### config.mk
export PLATFORM = sky130hd
export DESIGN_NAME = card_slot_ctrl
export DESIGN_NICKNAME = d
export VERILOG_FILES = /design/src/rtl/card_slot_pkg.sv /design/src/rtl/socket_if.sv /design/src/rtl/socket_status.sv /design/src/rtl/socket_power.sv /design/src/rtl/card_slot_ctrl.sv
export SDC_FILE = /design/constraint.sdc
export NUM_CORES = 1
export LEC_CHECK = 0
export ABC_AREA = 1
export BUFFER_PORTS_ARGS = -buffer_cell sky130_fd_sc_hd__buf_2
export CAP_MARGIN = 20
export CELL_PAD_IN_SITES_DETAIL_PLACEMENT = 1
export CELL_PAD_IN_SITES_GLOBAL_PLACEMENT = 1
export CORE_ASPECT_RATIO = 0.75
export CORE_UTILIZATION = 25
export CTS_BUF_LIST = sky130_fd_sc_hd__clkbuf_8 sky130_fd_sc_hd__clkbuf_16
export CTS_CLUSTER_SIZE = 30
export DETAILED_ROUTE_END_ITERATION = 8
export GPL_TIMING_DRIVEN = 0
export PLACE_DENSITY_LB_ADDON = 0.1
export SLEW_MARGIN = 20
export SYNTH_ARGS = -nofsm -noshare
export SYNTH_HDL_FRONTEND = slang
export SYNTH_HIERARCHICAL = 1
export SYNTH_SLANG_ARGS = --single-unit
### constraint.sdc
create_clock -name mclk -period 5.2 [get_ports mclk]
set_clock_uncertainty 0.2 [all_clocks]
set_input_delay 0.26 -clock mclk [delete_from_list [all_inputs] [get_ports mclk]]
set_output_delay 0.26 -clock mclk [all_outputs]
set_load 0.05 [all_outputs]
### src/rtl/card_slot_pkg.sv
/*
 Shared constants for the per-slot socket control block: register indices,
 field positions, reset values and the DMA request source encoding.
 Assumes an 8-bit index/data register port on the ISA side.
*/
package card_slot_pkg;

    // ----------------------------------------------------------------
    // Register indices
    // ----------------------------------------------------------------
    localparam logic [7:0] IDX_IDENTITY = 8'h00;
    localparam logic [7:0] IDX_IF_STATUS = 8'h01;
    localparam logic [7:0] IDX_POWER_CTRL = 8'h02;
    localparam logic [7:0] IDX_GEN_CTRL = 8'h03;
    localparam logic [7:0] IDX_MODE_CTRL2 = 8'h2d;
    localparam logic [7:0] IDX_MODE_CTRL3 = 8'h2e;
    localparam logic [7:0] IDX_MIXED_VOLT = 8'h2f;
    // Highest index that this slot answers to
    localparam logic [7:0] IDX_LAST = 8'h3f;

    // ----------------------------------------------------------------
    // Field positions
    // ----------------------------------------------------------------
    localparam int PWR_OUT_EN = 7;
    localparam int PWR_KEEP_ON_RESUME = 6;
    localparam int PWR_AUTO_SWITCH = 5;
    localparam int PWR_ON = 4;
    localparam int PWR_VPP_HI = 1;
    localparam int PWR_VPP_LO = 0;
    localparam int GEN_RING_ENABLE = 7;
    localparam int GEN_IO_CARD = 5;
    localparam int MC3_DMA_ENABLE = 1;
    localparam int MC3_TC_ON_IRQ15 = 4;
    localparam int MC2_DREQ_HI = 7;
    localparam int MC2_DREQ_LO = 6;
    localparam int MV_3V_SELECT = 0;
    localparam int STS_GENERAL_IN = 7;
    localparam int STS_POWER = 6;
    localparam int STS_READY = 5;
    localparam int STS_WRITE_PROT = 4;
    localparam int STS_CD2 = 3;
    localparam int STS_CD1 = 2;
    localparam int STS_BVD2 = 1;
    localparam int STS_BVD1 = 0;

    localparam logic [7:0] REG_RESET = 8'h00;

    // ----------------------------------------------------------------
    // Card DMA request source
    // ----------------------------------------------------------------
    typedef enum logic [1:0] {
        DREQ_IOIS16 = 2'b00,
        DREQ_SPKR = 2'b01,
        DREQ_INPACK = 2'b10,
        DREQ_NONE = 2'b11
    } dreq_src_e;

endpackage

### src/rtl/socket_if.sv
/*
 Carrier between the slot top and its status and power helpers.
 Assumes all pin levels in it are already synchronised to mclk.
*/
`timescale 1ns/1ns
interface socket_if;
    logic generalInN;
    logic cd1N;
    logic cd2N;
    logic rdyIreq;
    logic wpIois16;
    logic bvd1Stschg;
    logic bvd2Spkr;
    logic ioCard;
    logic ringEnable;
    logic dreqOnWp;
    logic powerActive;
    logic [7:0] powerCtrl;
    logic mixed3v;
    logic [7:0] statusByte;
    logic vcc3nNext;
    logic vcc5nNext;
    logic vpp1Next;
    logic vpp0Next;

    modport top (
        output generalInN, cd1N, cd2N, rdyIreq, wpIois16, bvd1Stschg, bvd2Spkr,
        output ioCard, ringEnable, dreqOnWp, powerActive, powerCtrl, mixed3v,
        input statusByte, vcc3nNext, vcc5nNext, vpp1Next, vpp0Next
    );
    modport status (
        input generalInN, cd1N, cd2N, rdyIreq, wpIois16, bvd1Stschg, bvd2Spkr,
        input ioCard, ringEnable, dreqOnWp, powerActive,
        output statusByte
    );
    modport power (
        input powerCtrl, mixed3v, cd1N, cd2N,
        output vcc3nNext, vcc5nNext, vpp1Next, vpp0Next
    );
endinterface

### src/rtl/socket_status.sv
/*
 Builds the interface status byte from synchronised slot pins.
 Assumes the carrier holds settled mclk-domain levels; purely combinational.
*/
`timescale 1ns/1ns
module socket_status
    import card_slot_pkg::*;
(
    socket_if.status sif
);
    always_comb begin
        sif.statusByte[STS_GENERAL_IN] = ~sif.generalInN;
        sif.statusByte[STS_POWER] = sif.powerActive;
        sif.statusByte[STS_READY] = sif.rdyIreq;
        // A DMA request on this pin is active low; show it as a high level
        sif.statusByte[STS_WRITE_PROT] =
            sif.dreqOnWp ? ~sif.wpIois16 : sif.wpIois16;
        sif.statusByte[STS_CD2] = ~sif.cd2N;
        sif.statusByte[STS_CD1] = ~sif.cd1N;
        if (!sif.ioCard) begin
            sif.statusByte[STS_BVD2] = sif.bvd2Spkr;
            sif.statusByte[STS_BVD1] = sif.bvd1Stschg;
        end else begin
            sif.statusByte[STS_BVD2] = 1'b0;
            sif.statusByte[STS_BVD1] = sif.ringEnable ? 1'b0 : sif.bvd1Stschg;
        end
    end
endmodule

### src/rtl/socket_power.sv
/*
 Decodes the power control byte into the socket power-switch enables.
 Assumes the card-detect levels are synchronised; purely combinational.
*/
`timescale 1ns/1ns
module socket_power
    import card_slot_pkg::*;
(
    socket_if.power sif
);
    logic cardSeated;
    logic drive;

    always_comb begin
        cardSeated = ~sif.cd1N && ~sif.cd2N;
        drive = sif.powerCtrl[PWR_ON]
            && (cardSeated || !sif.powerCtrl[PWR_AUTO_SWITCH]);
        if (drive) begin
            sif.vpp1Next = sif.powerCtrl[PWR_VPP_HI];
            sif.vpp0Next = sif.powerCtrl[PWR_VPP_LO];
            sif.vcc3nNext = ~sif.mixed3v;
            sif.vcc5nNext = sif.mixed3v;
        end else begin
            // Inactive pattern, also used when auto switching drops power
            sif.vcc3nNext = 1'b1;
            sif.vcc5nNext = 1'b1;
            sif.vpp1Next = 1'b1;
            sif.vpp0Next = 1'b0;
        end
    end
endmodule

### src/rtl/card_slot_ctrl.sv
/*
 Per-slot DMA mode and socket control: index/data register port on the ISA
 side, DMA pin reuse, status reporting and power-switch enables.
 Assumes ISA strobes and slot pins are asynchronous to mclk, and that the
 card cycle logic supplies OE#, WE# and REG# strobes on mclk.
*/
`timescale 1ns/1ns
module card_slot_ctrl
    import card_slot_pkg::*;
#(
    // Arbitrary identity values, not tied to any product
    parameter logic [1:0] CARD_TYPES = 2'b10,
    parameter logic [3:0] REVISION = 4'h5
) (
    input wire logic mclk,
    input wire logic rstn,
    input wire logic isaCsN,
    input wire logic isaDataSel,
    input wire logic isaIorN,
    input wire logic isaIowN,
    input wire logic [7:0] isaDataIn,
    output logic [7:0] isaDataOut,
    output logic isaDataOe,
    input wire logic resetDrive,
    input wire logic power_good_input,
    input wire logic general_purpose_input,
    input wire logic cd1N,
    input wire logic cd2N,
    input wire logic rdyIreq,
    input wire logic wpIois16,
    input wire logic bvd1Stschg,
    input wire logic bvd2Spkr,
    input wire logic inpackN,
    input wire logic irq9DackN,
    input wire logic irq11Tc,
    input wire logic irq15Tc,
    output logic irq10Dreq,
    output logic irq10DreqOe,
    output logic irqDmaOwned,
    input wire logic cycleOeN,
    input wire logic cycleWeN,
    input wire logic cycleRegN,
    output logic cardOeN,
    output logic cardWeN,
    output logic cardRegN,
    output logic slotCtrlOe,
    output logic speaker_output_n,
    output logic vcc_3v_enable_n,
    output logic vcc_5v_enable_n,
    output logic vpp_select_1,
    output logic vpp_select_0
);

    // ----------------------------------------------------------------
    // State
    // ----------------------------------------------------------------
    typedef struct packed {
        logic csN;
        logic dataSel;
        logic iorN;
        logic iowN;
        logic [7:0] data;
        logic resetDrive;
        logic powerGood;
        logic generalInN;
        logic cd1N;
        logic cd2N;
        logic rdyIreq;
        logic wpIois16;
        logic bvd1Stschg;
        logic bvd2Spkr;
        logic inpackN;
        logic dackN;
        logic tc11;
        logic tc15;
    } pin_s;

    typedef struct packed {
        pin_s syncA;
        pin_s syncB;
        logic iowPrev;
        logic wrCs;
        logic wrSel;
        logic [7:0] wrData;
        logic [7:0] index;
        logic [7:0] powerCtrl;
        logic [7:0] genCtrl;
        logic [7:0] modeCtrl2;
        logic [7:0] modeCtrl3;
        logic [7:0] mixedVolt;
        logic [7:0] dataOut;
        logic dataOe;
        logic dreq;
        logic dreqOe;
        logic dmaOwned;
        logic oeN;
        logic weN;
        logic regN;
        logic ctrlOe;
        logic speakerN;
        logic vcc3n;
        logic vcc5n;
        logic vpp1;
        logic vpp0;
    } state_s;

    localparam state_s STATE_RESET = '{
        syncA: '1, syncB: '1, iowPrev: 1'b1, wrCs: 1'b0, wrSel: 1'b0,
        wrData: REG_RESET, index: REG_RESET, powerCtrl: REG_RESET,
        genCtrl: REG_RESET, modeCtrl2: REG_RESET, modeCtrl3: REG_RESET,
        mixedVolt: REG_RESET, dataOut: REG_RESET, dataOe: 1'b0,
        dreq: 1'b0, dreqOe: 1'b0, dmaOwned: 1'b0, oeN: 1'b1, weN: 1'b1,
        regN: 1'b1, ctrlOe: 1'b0, speakerN: 1'b1, vcc3n: 1'b1, vcc5n: 1'b1,
        vpp1: 1'b1, vpp0: 1'b0
    };

    state_s st;
    state_s next_st;
    pin_s pinsNow;
    pin_s p;
    socket_if sif ();

    logic dmaOn;
    logic dackOn;
    logic tcLevel;
    logic dreqLevel;
    logic writeDone;
    logic keepRegs;
    dreq_src_e dreqSrc;

    // ----------------------------------------------------------------
    // Register read decode
    // ----------------------------------------------------------------
    function automatic logic [7:0] read_reg(input logic [7:0] idx, input state_s s,
                                            input logic [7:0] status);
        logic [7:0] val;
        val = REG_RESET;
        case (idx)
            IDX_IDENTITY: val = {CARD_TYPES, 2'b00, REVISION};
            IDX_IF_STATUS: val = status;
            IDX_POWER_CTRL: val = s.powerCtrl;
            IDX_GEN_CTRL: val = s.genCtrl;
            IDX_MODE_CTRL2: val = s.modeCtrl2;
            IDX_MODE_CTRL3: val = s.modeCtrl3;
            IDX_MIXED_VOLT: val = s.mixedVolt;
            default: val = REG_RESET;
        endcase
        return val;
    endfunction

    // ----------------------------------------------------------------
    // Helpers
    // ----------------------------------------------------------------
    socket_status statusUnit (
        .sif(sif.status)
    );

    socket_power powerUnit (
        .sif(sif.power)
    );

    always_comb begin
        pinsNow = '{
            csN: isaCsN, dataSel: isaDataSel, iorN: isaIorN, iowN: isaIowN,
            data: isaDataIn, resetDrive: resetDrive, powerGood: power_good_input,
            generalInN: general_purpose_input, cd1N: cd1N, cd2N: cd2N,
            rdyIreq: rdyIreq, wpIois16: wpIois16, bvd1Stschg: bvd1Stschg,
            bvd2Spkr: bvd2Spkr, inpackN: inpackN, dackN: irq9DackN,
            tc11: irq11Tc, tc15: irq15Tc
        };
        p = st.syncB;

        dmaOn = st.modeCtrl3[MC3_DMA_ENABLE];
        dreqSrc = dreq_src_e'({st.modeCtrl2[MC2_DREQ_HI], st.modeCtrl2[MC2_DREQ_LO]});
        // I/O card typing and the INPACK# bit2 constraint are left to software
        unique case (dreqSrc)
            DREQ_IOIS16: dreqLevel = ~p.wpIois16;
            DREQ_SPKR: dreqLevel = ~p.bvd2Spkr;
            DREQ_INPACK: dreqLevel = ~p.inpackN;
            DREQ_NONE: dreqLevel = 1'b0;
        endcase
        tcLevel = st.modeCtrl3[MC3_TC_ON_IRQ15] ? p.tc15 : p.tc11;
        dackOn = dmaOn && !p.dackN;

        sif.generalInN = p.generalInN;
        sif.cd1N = p.cd1N;
        sif.cd2N = p.cd2N;
        sif.rdyIreq = p.rdyIreq;
        sif.wpIois16 = p.wpIois16;
        sif.bvd1Stschg = p.bvd1Stschg;
        sif.bvd2Spkr = p.bvd2Spkr;
        sif.ioCard = st.genCtrl[GEN_IO_CARD];
        sif.ringEnable = st.genCtrl[GEN_RING_ENABLE];
        sif.dreqOnWp = dmaOn && (dreqSrc == DREQ_IOIS16);
        sif.powerActive = !st.vcc3n || !st.vcc5n;
        sif.powerCtrl = st.powerCtrl;
        sif.mixed3v = st.mixedVolt[MV_3V_SELECT];
    end

    // ----------------------------------------------------------------
    // Next state
    // ----------------------------------------------------------------
    always_comb begin
        next_st = st;
        next_st.syncA = pinsNow;
        next_st.syncB = st.syncA;

        // Address and data are caught while the write strobe is low, since
        // chip select may already be gone on the cycle the strobe rises
        next_st.iowPrev = p.iowN;
        if (!p.iowN) begin
            next_st.wrCs = !p.csN;
            next_st.wrSel = p.dataSel;
            next_st.wrData = p.data;
        end
        writeDone = p.iowN && !st.iowPrev && st.wrCs;

        if (writeDone) begin
            if (!st.wrSel) begin
                next_st.index = st.wrData;
            end else begin
                case (st.index)
                    IDX_POWER_CTRL: next_st.powerCtrl = st.wrData;
                    IDX_GEN_CTRL: next_st.genCtrl = st.wrData;
                    IDX_MODE_CTRL2: next_st.modeCtrl2 = st.wrData;
                    IDX_MODE_CTRL3: next_st.modeCtrl3 = st.wrData;
                    IDX_MIXED_VOLT: next_st.mixedVolt = st.wrData;
                    default: next_st.index = st.index;
                endcase
            end
        end

        // Reset drive clears the register set unless a resume keeps it
        keepRegs = st.powerCtrl[PWR_KEEP_ON_RESUME] && p.powerGood;
        if (p.resetDrive && !keepRegs) begin
            next_st.index = REG_RESET;
            next_st.powerCtrl = REG_RESET;
            next_st.genCtrl = REG_RESET;
            next_st.modeCtrl2 = REG_RESET;
            next_st.modeCtrl3 = REG_RESET;
            next_st.mixedVolt = REG_RESET;
        end

        // Data reads at indices outside this slot leave the data bus floating
        next_st.dataOe = !p.csN && !p.iorN && (!p.dataSel || st.index <= IDX_LAST);
        next_st.dataOut = p.dataSel ? read_reg(st.index, st, sif.statusByte) : st.index;

        next_st.dreq = dmaOn && dreqLevel;
        next_st.dreqOe = dmaOn;
        next_st.dmaOwned = dmaOn;
        next_st.oeN = cycleOeN && !(dackOn && tcLevel && !p.iorN);
        next_st.weN = cycleWeN && !(dackOn && tcLevel && !p.iowN);
        next_st.regN = dackOn ? 1'b1 : cycleRegN;
        next_st.ctrlOe = st.powerCtrl[PWR_OUT_EN];
        // SPKR# carries the card's request in this mode, so it is not echoed
        next_st.speakerN = (dmaOn && dreqSrc == DREQ_SPKR) ? 1'b1 : p.bvd2Spkr;

        next_st.vcc3n = sif.vcc3nNext;
        next_st.vcc5n = sif.vcc5nNext;
        next_st.vpp1 = sif.vpp1Next;
        next_st.vpp0 = sif.vpp0Next;
    end

    always_ff @(posedge mclk or negedge rstn) begin
        if (!rstn) begin
            st <= STATE_RESET;
        end else begin
            st <= next_st;
        end
    end

    // ----------------------------------------------------------------
    // Outputs
    // ----------------------------------------------------------------
    assign isaDataOut = st.dataOut;
    assign isaDataOe = st.dataOe;
    assign irq10Dreq = st.dreq;
    assign irq10DreqOe = st.dreqOe;
    assign irqDmaOwned = st.dmaOwned;
    assign cardOeN = st.oeN;
    assign cardWeN = st.weN;
    assign cardRegN = st.regN;
    assign slotCtrlOe = st.ctrlOe;
    assign speaker_output_n = st.speakerN;
    assign vcc_3v_enable_n = st.vcc3n;
    assign vcc_5v_enable_n = st.vcc5n;
    assign vpp_select_1 = st.vpp1;
    assign vpp_select_0 = st.vpp0;

endmodule

==> key figures, run 1 <==
Setup path
  – Origin of the worst setup path: p[23]
  – Critical path fanouts, max: 10
  – Reg2Reg Depth: 4
  – Critical path buffers and inverters: 2
  – Critical Path Max Stage Delay: 0.51 ns
  – Setup Crit Path Kind: flip-flop to flip-flop
  – CP max-delay cell: dfstp_2
  – Critical Path Source Type: flip-flop
  – CP cell instances: clkbuf_1 -> clkinv_1 -> nand2_1 -> nand2_1
  – Crit. path cell count: 4
  – CP top delay family: buffers and inverters
  – Reg2reg start: p[23]
  – Crit. End Element: flip-flop
  – WP data required: 5.29 ns
  – Arr. time, crit path: 2.12 ns
  – Critical Path Most Common Cell: nand2_1
  – Flop-to-flop setup slack: around 3.2 ns

Routing
  – DRT iter0 DRCs: 169
  – Routed vias/inst: 4.09
  – DRT Pass-1 Iters: 4
  – Met3 WL post-DR: between 500 and 600 µm
  – Drt total wl: 14.3 mm
  – Post-DR wirelength/cell: 15.8 µm
  – Antenna-violating nets left: 0
  – Max Used Layer: met4
  – M1 WL: 7.69 mm
  – DRC: 0
  – Metal2 WL: 5.89 mm
  – Via count: 3690

Timing
  – Setup slack after layout: 3.17 ns
  – Worst Max-Slew Pin Slew: 0.580 ns
  – Tmin final: around 2 ns
  – Final setup violation count: 0
  – Setup TNS: 0 ns
  – FMAX: 494 MHz
  – RSZ-0062 raised after global routing: false
  – Hold Vio Cnt, Final: 0
  – Final slew viol count: 0
  – Final period utilization: just under 40%
  – Slew headroom: 61.3%

CTS
  – Clock-pin slew on the worst setup and hold paths: 0.06 ns
  – Maximum buffer depth of the clock tree: 2
  – Cells resized by post-CTS repair: 0
  – CTS tree: built
  – Number of H-tree levels: 4
  – CTS root buffer: clkbuf_16
  – # hold bufs at CTS: 29
  – Clk Latency, worst-skew pair: around 0.42 ns
  – Clk sinks: 129
  – Post-CTS Setup Inserts: 0
  – CTS Buf Count: 17

Global route
  – Initial antenna violation count: 0
  – Gr ovfl total: 0
  – Vias in the first global route: 3924
  – First-pass GRT wire length: 22.7 mm
  – Largest net degree at the start of global routing: 77
  – GRT Total Usage: approximately 14%

Power
  – Peak supply drop: 205 µV
  – Pleak: 3.22 nW
  – Power per cell area: 398 nW/µm²
  – Final Total Pwr: 2.73 mW

Floorplanning
  – Width of the chip: 171 µm
  – Die area: about 22000 µm²
  – Core Region: between 20000 and 25000 µm²
  – Die Height: 129 µm
  – Io pins: 51
  – Row cnt: 45
  – Initial cell density of the core: around 26%

Placed design
  – IO Port Bufs: 50
  – Detailed Place HPWL: around 10 mm
  – Dpl ws: 3.16 ns
  – Placer Congestion: 0.779

Layout
  – Synthesis-to-finish area growth: 28.2%
  – Commonest non-fill, non-tap cells in the layout: nand2_1, dfrtp_1, dfstp_2, buf_2, inv_1
  – Layout cells sized above 1: about 39%
  – Most common cell after layout, fill and taps aside: nand2_1
  – Core Util, Final: 33.3%
  – N_diodes: 0
  – Post-layout nets: 638

Yosys
  – Seq cells post-synth: 129
  – Synth Area per Inst: 10.5 µm²
  – Yosys warns: 6
  – Synth cell types: 27
  – Synth Net Count: approximately 540
  – Seq/Total Area, Yosys: between 60% and 70%
  – Syn Inst Count: 509
  – Post-Synthesis Cell Area: 5360 µm²

Run status
  – Status: completed

Hold path
  – Hold Crit Class: input port to asynchronous set/reset pin

Flow run
  – Max Cap Viol: 0
worst paths after layout:
kind / end
hold reg to reg: p[14]
min in group mclk: p[14]
hold / removal: st[36]
setup reg to reg: isaDataOut[0]
max in group asynchronous: p[23]
setup / recovery: isaDataOut[0]
power breakdown:
group	total (mW)	switching (mW)	internal [mW]
Clock	1.15	0.440	0.712
Sequential	1.17	0.0590	1.11
Combinational	0.410	0.275	0.136
Total	2.73	0.774	1.96
area by class of cell:
type | count | area, µm²
multi-input combinational | 302 | 1660
clock buffer | 23 | 531
timing repair buffer | 80 | 578
sequential | 129 | 3300
clock inverter | 9 | 51.3
fill | 2370 | 13700
buffer | 24 | 196
inverter | 54 | 203
tap | 282 | 353
cells in the mapped netlist, drive strengths merged:
cell | count | share of area, %
clkinv | 1 | 0.070
nor2 | 47 | 4.7
dfrtp | 71 | 33
o21bai | 1 | 0.14
nand4 | 2 | 0.23
buf | 22 | 3.5
or2 | 2 | 0.23
clkbuf | 2 | 0.14
a21oi | 2 | 0.26
nand3 | 42 | 3.9
nand2 | 133 | 10
o21ai | 64 | 8.9
o22ai | 1 | 0.12
a31oi | 5 | 2.0
nand3b | 2 | 0.28
inv | 53 | 3.7
dfstp | 58 | 28
a211oi | 1 | 0.14
per-layer routing:
layer	up-vias	global-route usage, %
met5	-	0
met4	0	4.25
met3	13	3.91
met2	57	20.2
met1	1812	21.1
li1	1808	-
logic make-up after synthesis:
group           after synthesis  share of synthesized area [%]
simple gates                228                           19.4
flops                       129                           61.6
buf+inv                      78                           7.45
compound gates               74                           11.6
metrics by stage:
| stage | cell area, µm² | hold WS [ns] | instances |
|---|---|---|---|
| after detailed placement | 6000 | 0.0118 | 842 |
| after floorplan | 5360 | -0.236 | 509 |
| after CTS | 6870 | 0.152 | 903 |
| after global placement | 5960 | 0.145 | 841 |
| after global routing | 6870 | 0.154 | 903 |
| final | 6870 | 0.144 | 903 |
registers in the layout (all words and copies together) (netlist names), 2 cells and up:
name,flops
next_st,26
dreqSrc,2
sif.powerCtrl,8
st,45
p,17
isaDataOut,8
worst reg2reg max path, cell delays in order, from the launching register on:
cell	delay, ns
dfstp_2	0.51
clkbuf_1	0.45
clkinv_1	0.49
nand2_1	0.17
nand2_1	0.09
No activity file was read; power rests on OpenSTA's default activity.
==> run 2, diff against run 1 <==
==> constraint.sdc (replaced) <==
create_clock -name mclk -period 1.8 [get_ports mclk]
set_clock_uncertainty 0.2 [all_clocks]
set_input_delay 0.09 -clock mclk [delete_from_list [all_inputs] [get_ports mclk]]
set_output_delay 0.09 -clock mclk [all_outputs]
set_load 0.05 [all_outputs]
==> run 2 against run 1 <==
Against the previous run: the flow now finishes with violations (setup timing); global-route usage rose by 0.64 points; fmax rose by 12%; power rose to 3.0 times the previous value; count of clock-buffer cells in the layout is the same; worst setup slack worse by 3.2 ns; critical path depth up 5; combinational power rose to 3.7 times the previous value; design area rose by 11%; die area stayed put; clock power grew to 2.9 times the previous value; sequential share of layout area shrank 4.8 points; first-iteration DRC count fell by 19%; largest cell class unchanged; largest power group unchanged; highest routed layer unchanged.
==> key figures, run 2 (synthesized netlist as in run 1, its figures left out) <==
Setup path
  – Arr. time, crit path: 1.92 ns (-0.20 ns)
  – Crit. End Element: flip-flop
  – Critical path fanouts, max: 8 (-2)
  – Reg2Reg Depth: 9 (+5)
  – RR Endpoint: st[28]
  – Reg2reg start: next_st[79]
  – Setup Crit Path Kind: flip-flop to flip-flop
  – WP data required: 1.90 ns (-3.39 ns)
  – Critical Path Source Type: flip-flop
  – Flop-to-flop setup slack: -0.02 ns (-3.19 ns)

Global route
  – Largest net degree at the start of global routing: 77 (unchanged)
  – M3 GR Usage: 3.91% (unchanged)
  – First-pass GRT wire length: 23.7 mm (+4.2%)
  – Vias in the first global route: 4057 (+3.4%)
  – Gr ovfl total: 0 (unchanged)
  – Initial antenna violation count: 0 (unchanged)
  – Grt met1 use: 21.6% (+0.41 points)
  – GRT busiest layer: met2
  – Global-route met2 utilization: 22.0% (+1.8 points)
  – GRT Total Usage: 15.0% (+0.64 points)

Power
  – Power per cell area: 1080 nW/µm² (+170%)
  – Peak supply drop: 607 µV (+200%)
  – Pleak: 3.60 nW (+12%)

Routing
  – DRT iter0 DRCs: 137 (-19%)
  – DRT Pass-1 Iters: 4 (unchanged)
  – Antenna-violating nets left: 0 (unchanged)
  – Post-DR wirelength/cell: 16.4 µm (+3.7%)
  – Via count: 3932 (+6.6%)
  – DRC: 0 (unchanged)
  – Routed vias/inst: 4.17 (+1.9%)
  – Drt total wl: 15.5 mm (+8.5%)

Timing
  – RSZ-0062 raised after global routing: true
  – Final slew viol count: 0 (unchanged)
  – Hold slack: 0.110 ns (-0.0345 ns)
  – Tmin final: 1.82 ns (-0.211 ns)
  – FMAX: 551 MHz (+12%)
  – Final period utilization: 101% (+62 points)
  – Slew headroom: 58.2% (-3.1 points)
  – Worst Max-Slew Pin Slew: 0.626 ns (+0.0463 ns)
  – Final setup violation count: 11 (+11)
  – Setup slack after layout: -0.0153 ns (-3.19 ns)
  – Hold Vio Cnt, Final: 0 (unchanged)

Placed design
  – Cell total after placement: 842 (unchanged)
  – Dpl ws: -0.243 ns (-3.40 ns)
  – Placer Congestion: 0.779 (unchanged)
  – IO Port Bufs: 50 (unchanged)
  – Detailed Place HPWL: 10.0 mm (unchanged)

Hold path
  – Cells on Worst Hold Path: 2
  – Hold Crit Class: input port to flip-flop
  – Hold Crit Start: power_good_input
  – Hold path endpoint: next_st[91]

CTS
  – CTS root buffer: clkbuf_16
  – Maximum buffer depth of the clock tree: 2 (unchanged)
  – CTS Buf Count: 17 (unchanged)
  – Clk sinks: 129 (unchanged)
  – CTS tree: built
  – Clock-pin slew on the worst setup and hold paths: 0.06 ns (about the same)
  – Clk Latency, worst-skew pair: 0.42 ns (about the same)
  – Number of H-tree levels: 4 (unchanged)

Layout
  – Largest Register: st
  – Layout cells sized above 1: 51.2% (+12 points)
  – Most common cell after layout, fill and taps aside: nand2_1
  – Non-Filler Instances: 944 (+4.5%)
  – Commonest non-fill, non-tap cells in the layout: nand2_1, dfrtp_1, dfstp_2, buf_2, o21ai_2
  – N_diodes: 0 (unchanged)
  – Synthesis-to-finish area growth: 42.9%
  – Post-layout nets: 679 (+6.4%)
  – Max reg flops: 45 (unchanged)

Floorplanning
  – Width of the chip: 171 µm (unchanged)
  – Initial cell density of the core: 26.0% (unchanged)
  – Core Region: 20600 µm² (unchanged)
  – Die Height: 129 µm (unchanged)
  – Io pins: 51 (unchanged)
  – Die area: 22000 µm² (unchanged)
  – Row cnt: 45 (unchanged)

Flow run
  – Max Cap Viol: 0 (unchanged)

Run status
  – Failing checks: setup timing
  – Status: finished with violations
==> run 2: cell count changes in the layout (fill, tap and decap cells not counted), moves of 5 or more <==
cell and change:
buf_6 +8, nor2_1 -5, inv_2 +5, inv_1 -7, nand2_2 +22, dfrtp_2 +7
nand2_1 -35, buf_4 +16, buf_8 +6, buf_12 +6, nand2_4 +13, dfrtp_1 -7
==> run 2: area by class of cell <==
class	count	area [µm²]
Sequential cell	129	3310
Clock buffer	23	531
Timing Repair Buffer	122	1110
Fill cell	2315	13000
Buffer	23	229
Tap cell	282	353
Inverter	54	209
Multi-Input combinational cell	302	1860
Clock inverter	9	51.3
==> run 2: stage by stage <==
stage	area (µm²)	total power, mW	utilization (%)	setup TNS (ns)
floorplan	5360	4.19	-	0
global placement	5960	4.56	28.9	-140.87
detailed placement	6000	4.59	29.1	-8.17
CTS	7240	8.19	35.1	-0.502
global route	7650	8.67	37.1	-1.76
finish	7650	8.26	37.1	-0.0738
==> run 2: metal layers <==
| layer | share of wire [%] | vias to the layer above |
|---|---|---|
| met2 | 44 | 52 |
| met5 | 0 | - |
| met3 | 3.3 | 9 |
| met1 | 52 | 1968 |
| met4 | 0.70 | 0 |
| li1 | - | 1903 |
==> run 2: timing repair <==
item                       in CTS  in global routing
gates resized for setup        40                 65
hold endpoints to repair      135                  0
pin swaps                      10                  7
setup buffers                  20                 13
gates cloned                    2                  5
setup endpoints to repair      57                 68
hold buffers                   31                  0
==> run 2: worst max-delay path by stage <==
stage	endpoint	startpoint
2_1_floorplan	dreqSrc[0]	next_st[79]
3_3_place_gp	isaDataOut[6]	rstn
3_5_place_dp	isaDataOut[0]	p[23]
4_1_cts	st[27]	next_st[79]
5_1_grt	st[28]	next_st[79]
6_report	st[28]	next_st[79]
==> run 2: where the power goes <==
part	internal, mW	total (mW)	switching [mW]
Combinational	0.609	1.51	0.897
Sequential	3.22	3.41	0.194
Clock	2.06	3.34	1.28
==> run 2: critical path, cell delays in order, from the launching register on <==
cell     delay, ns
dfstp_2       0.57
inv_4         0.04
nor2_4        0.09
nand2_4       0.08
nor2_8        0.16
buf_6         0.12
a31oi_4       0.14
buf_8         0.19
nand2_4       0.05
o21ai_2       0.04
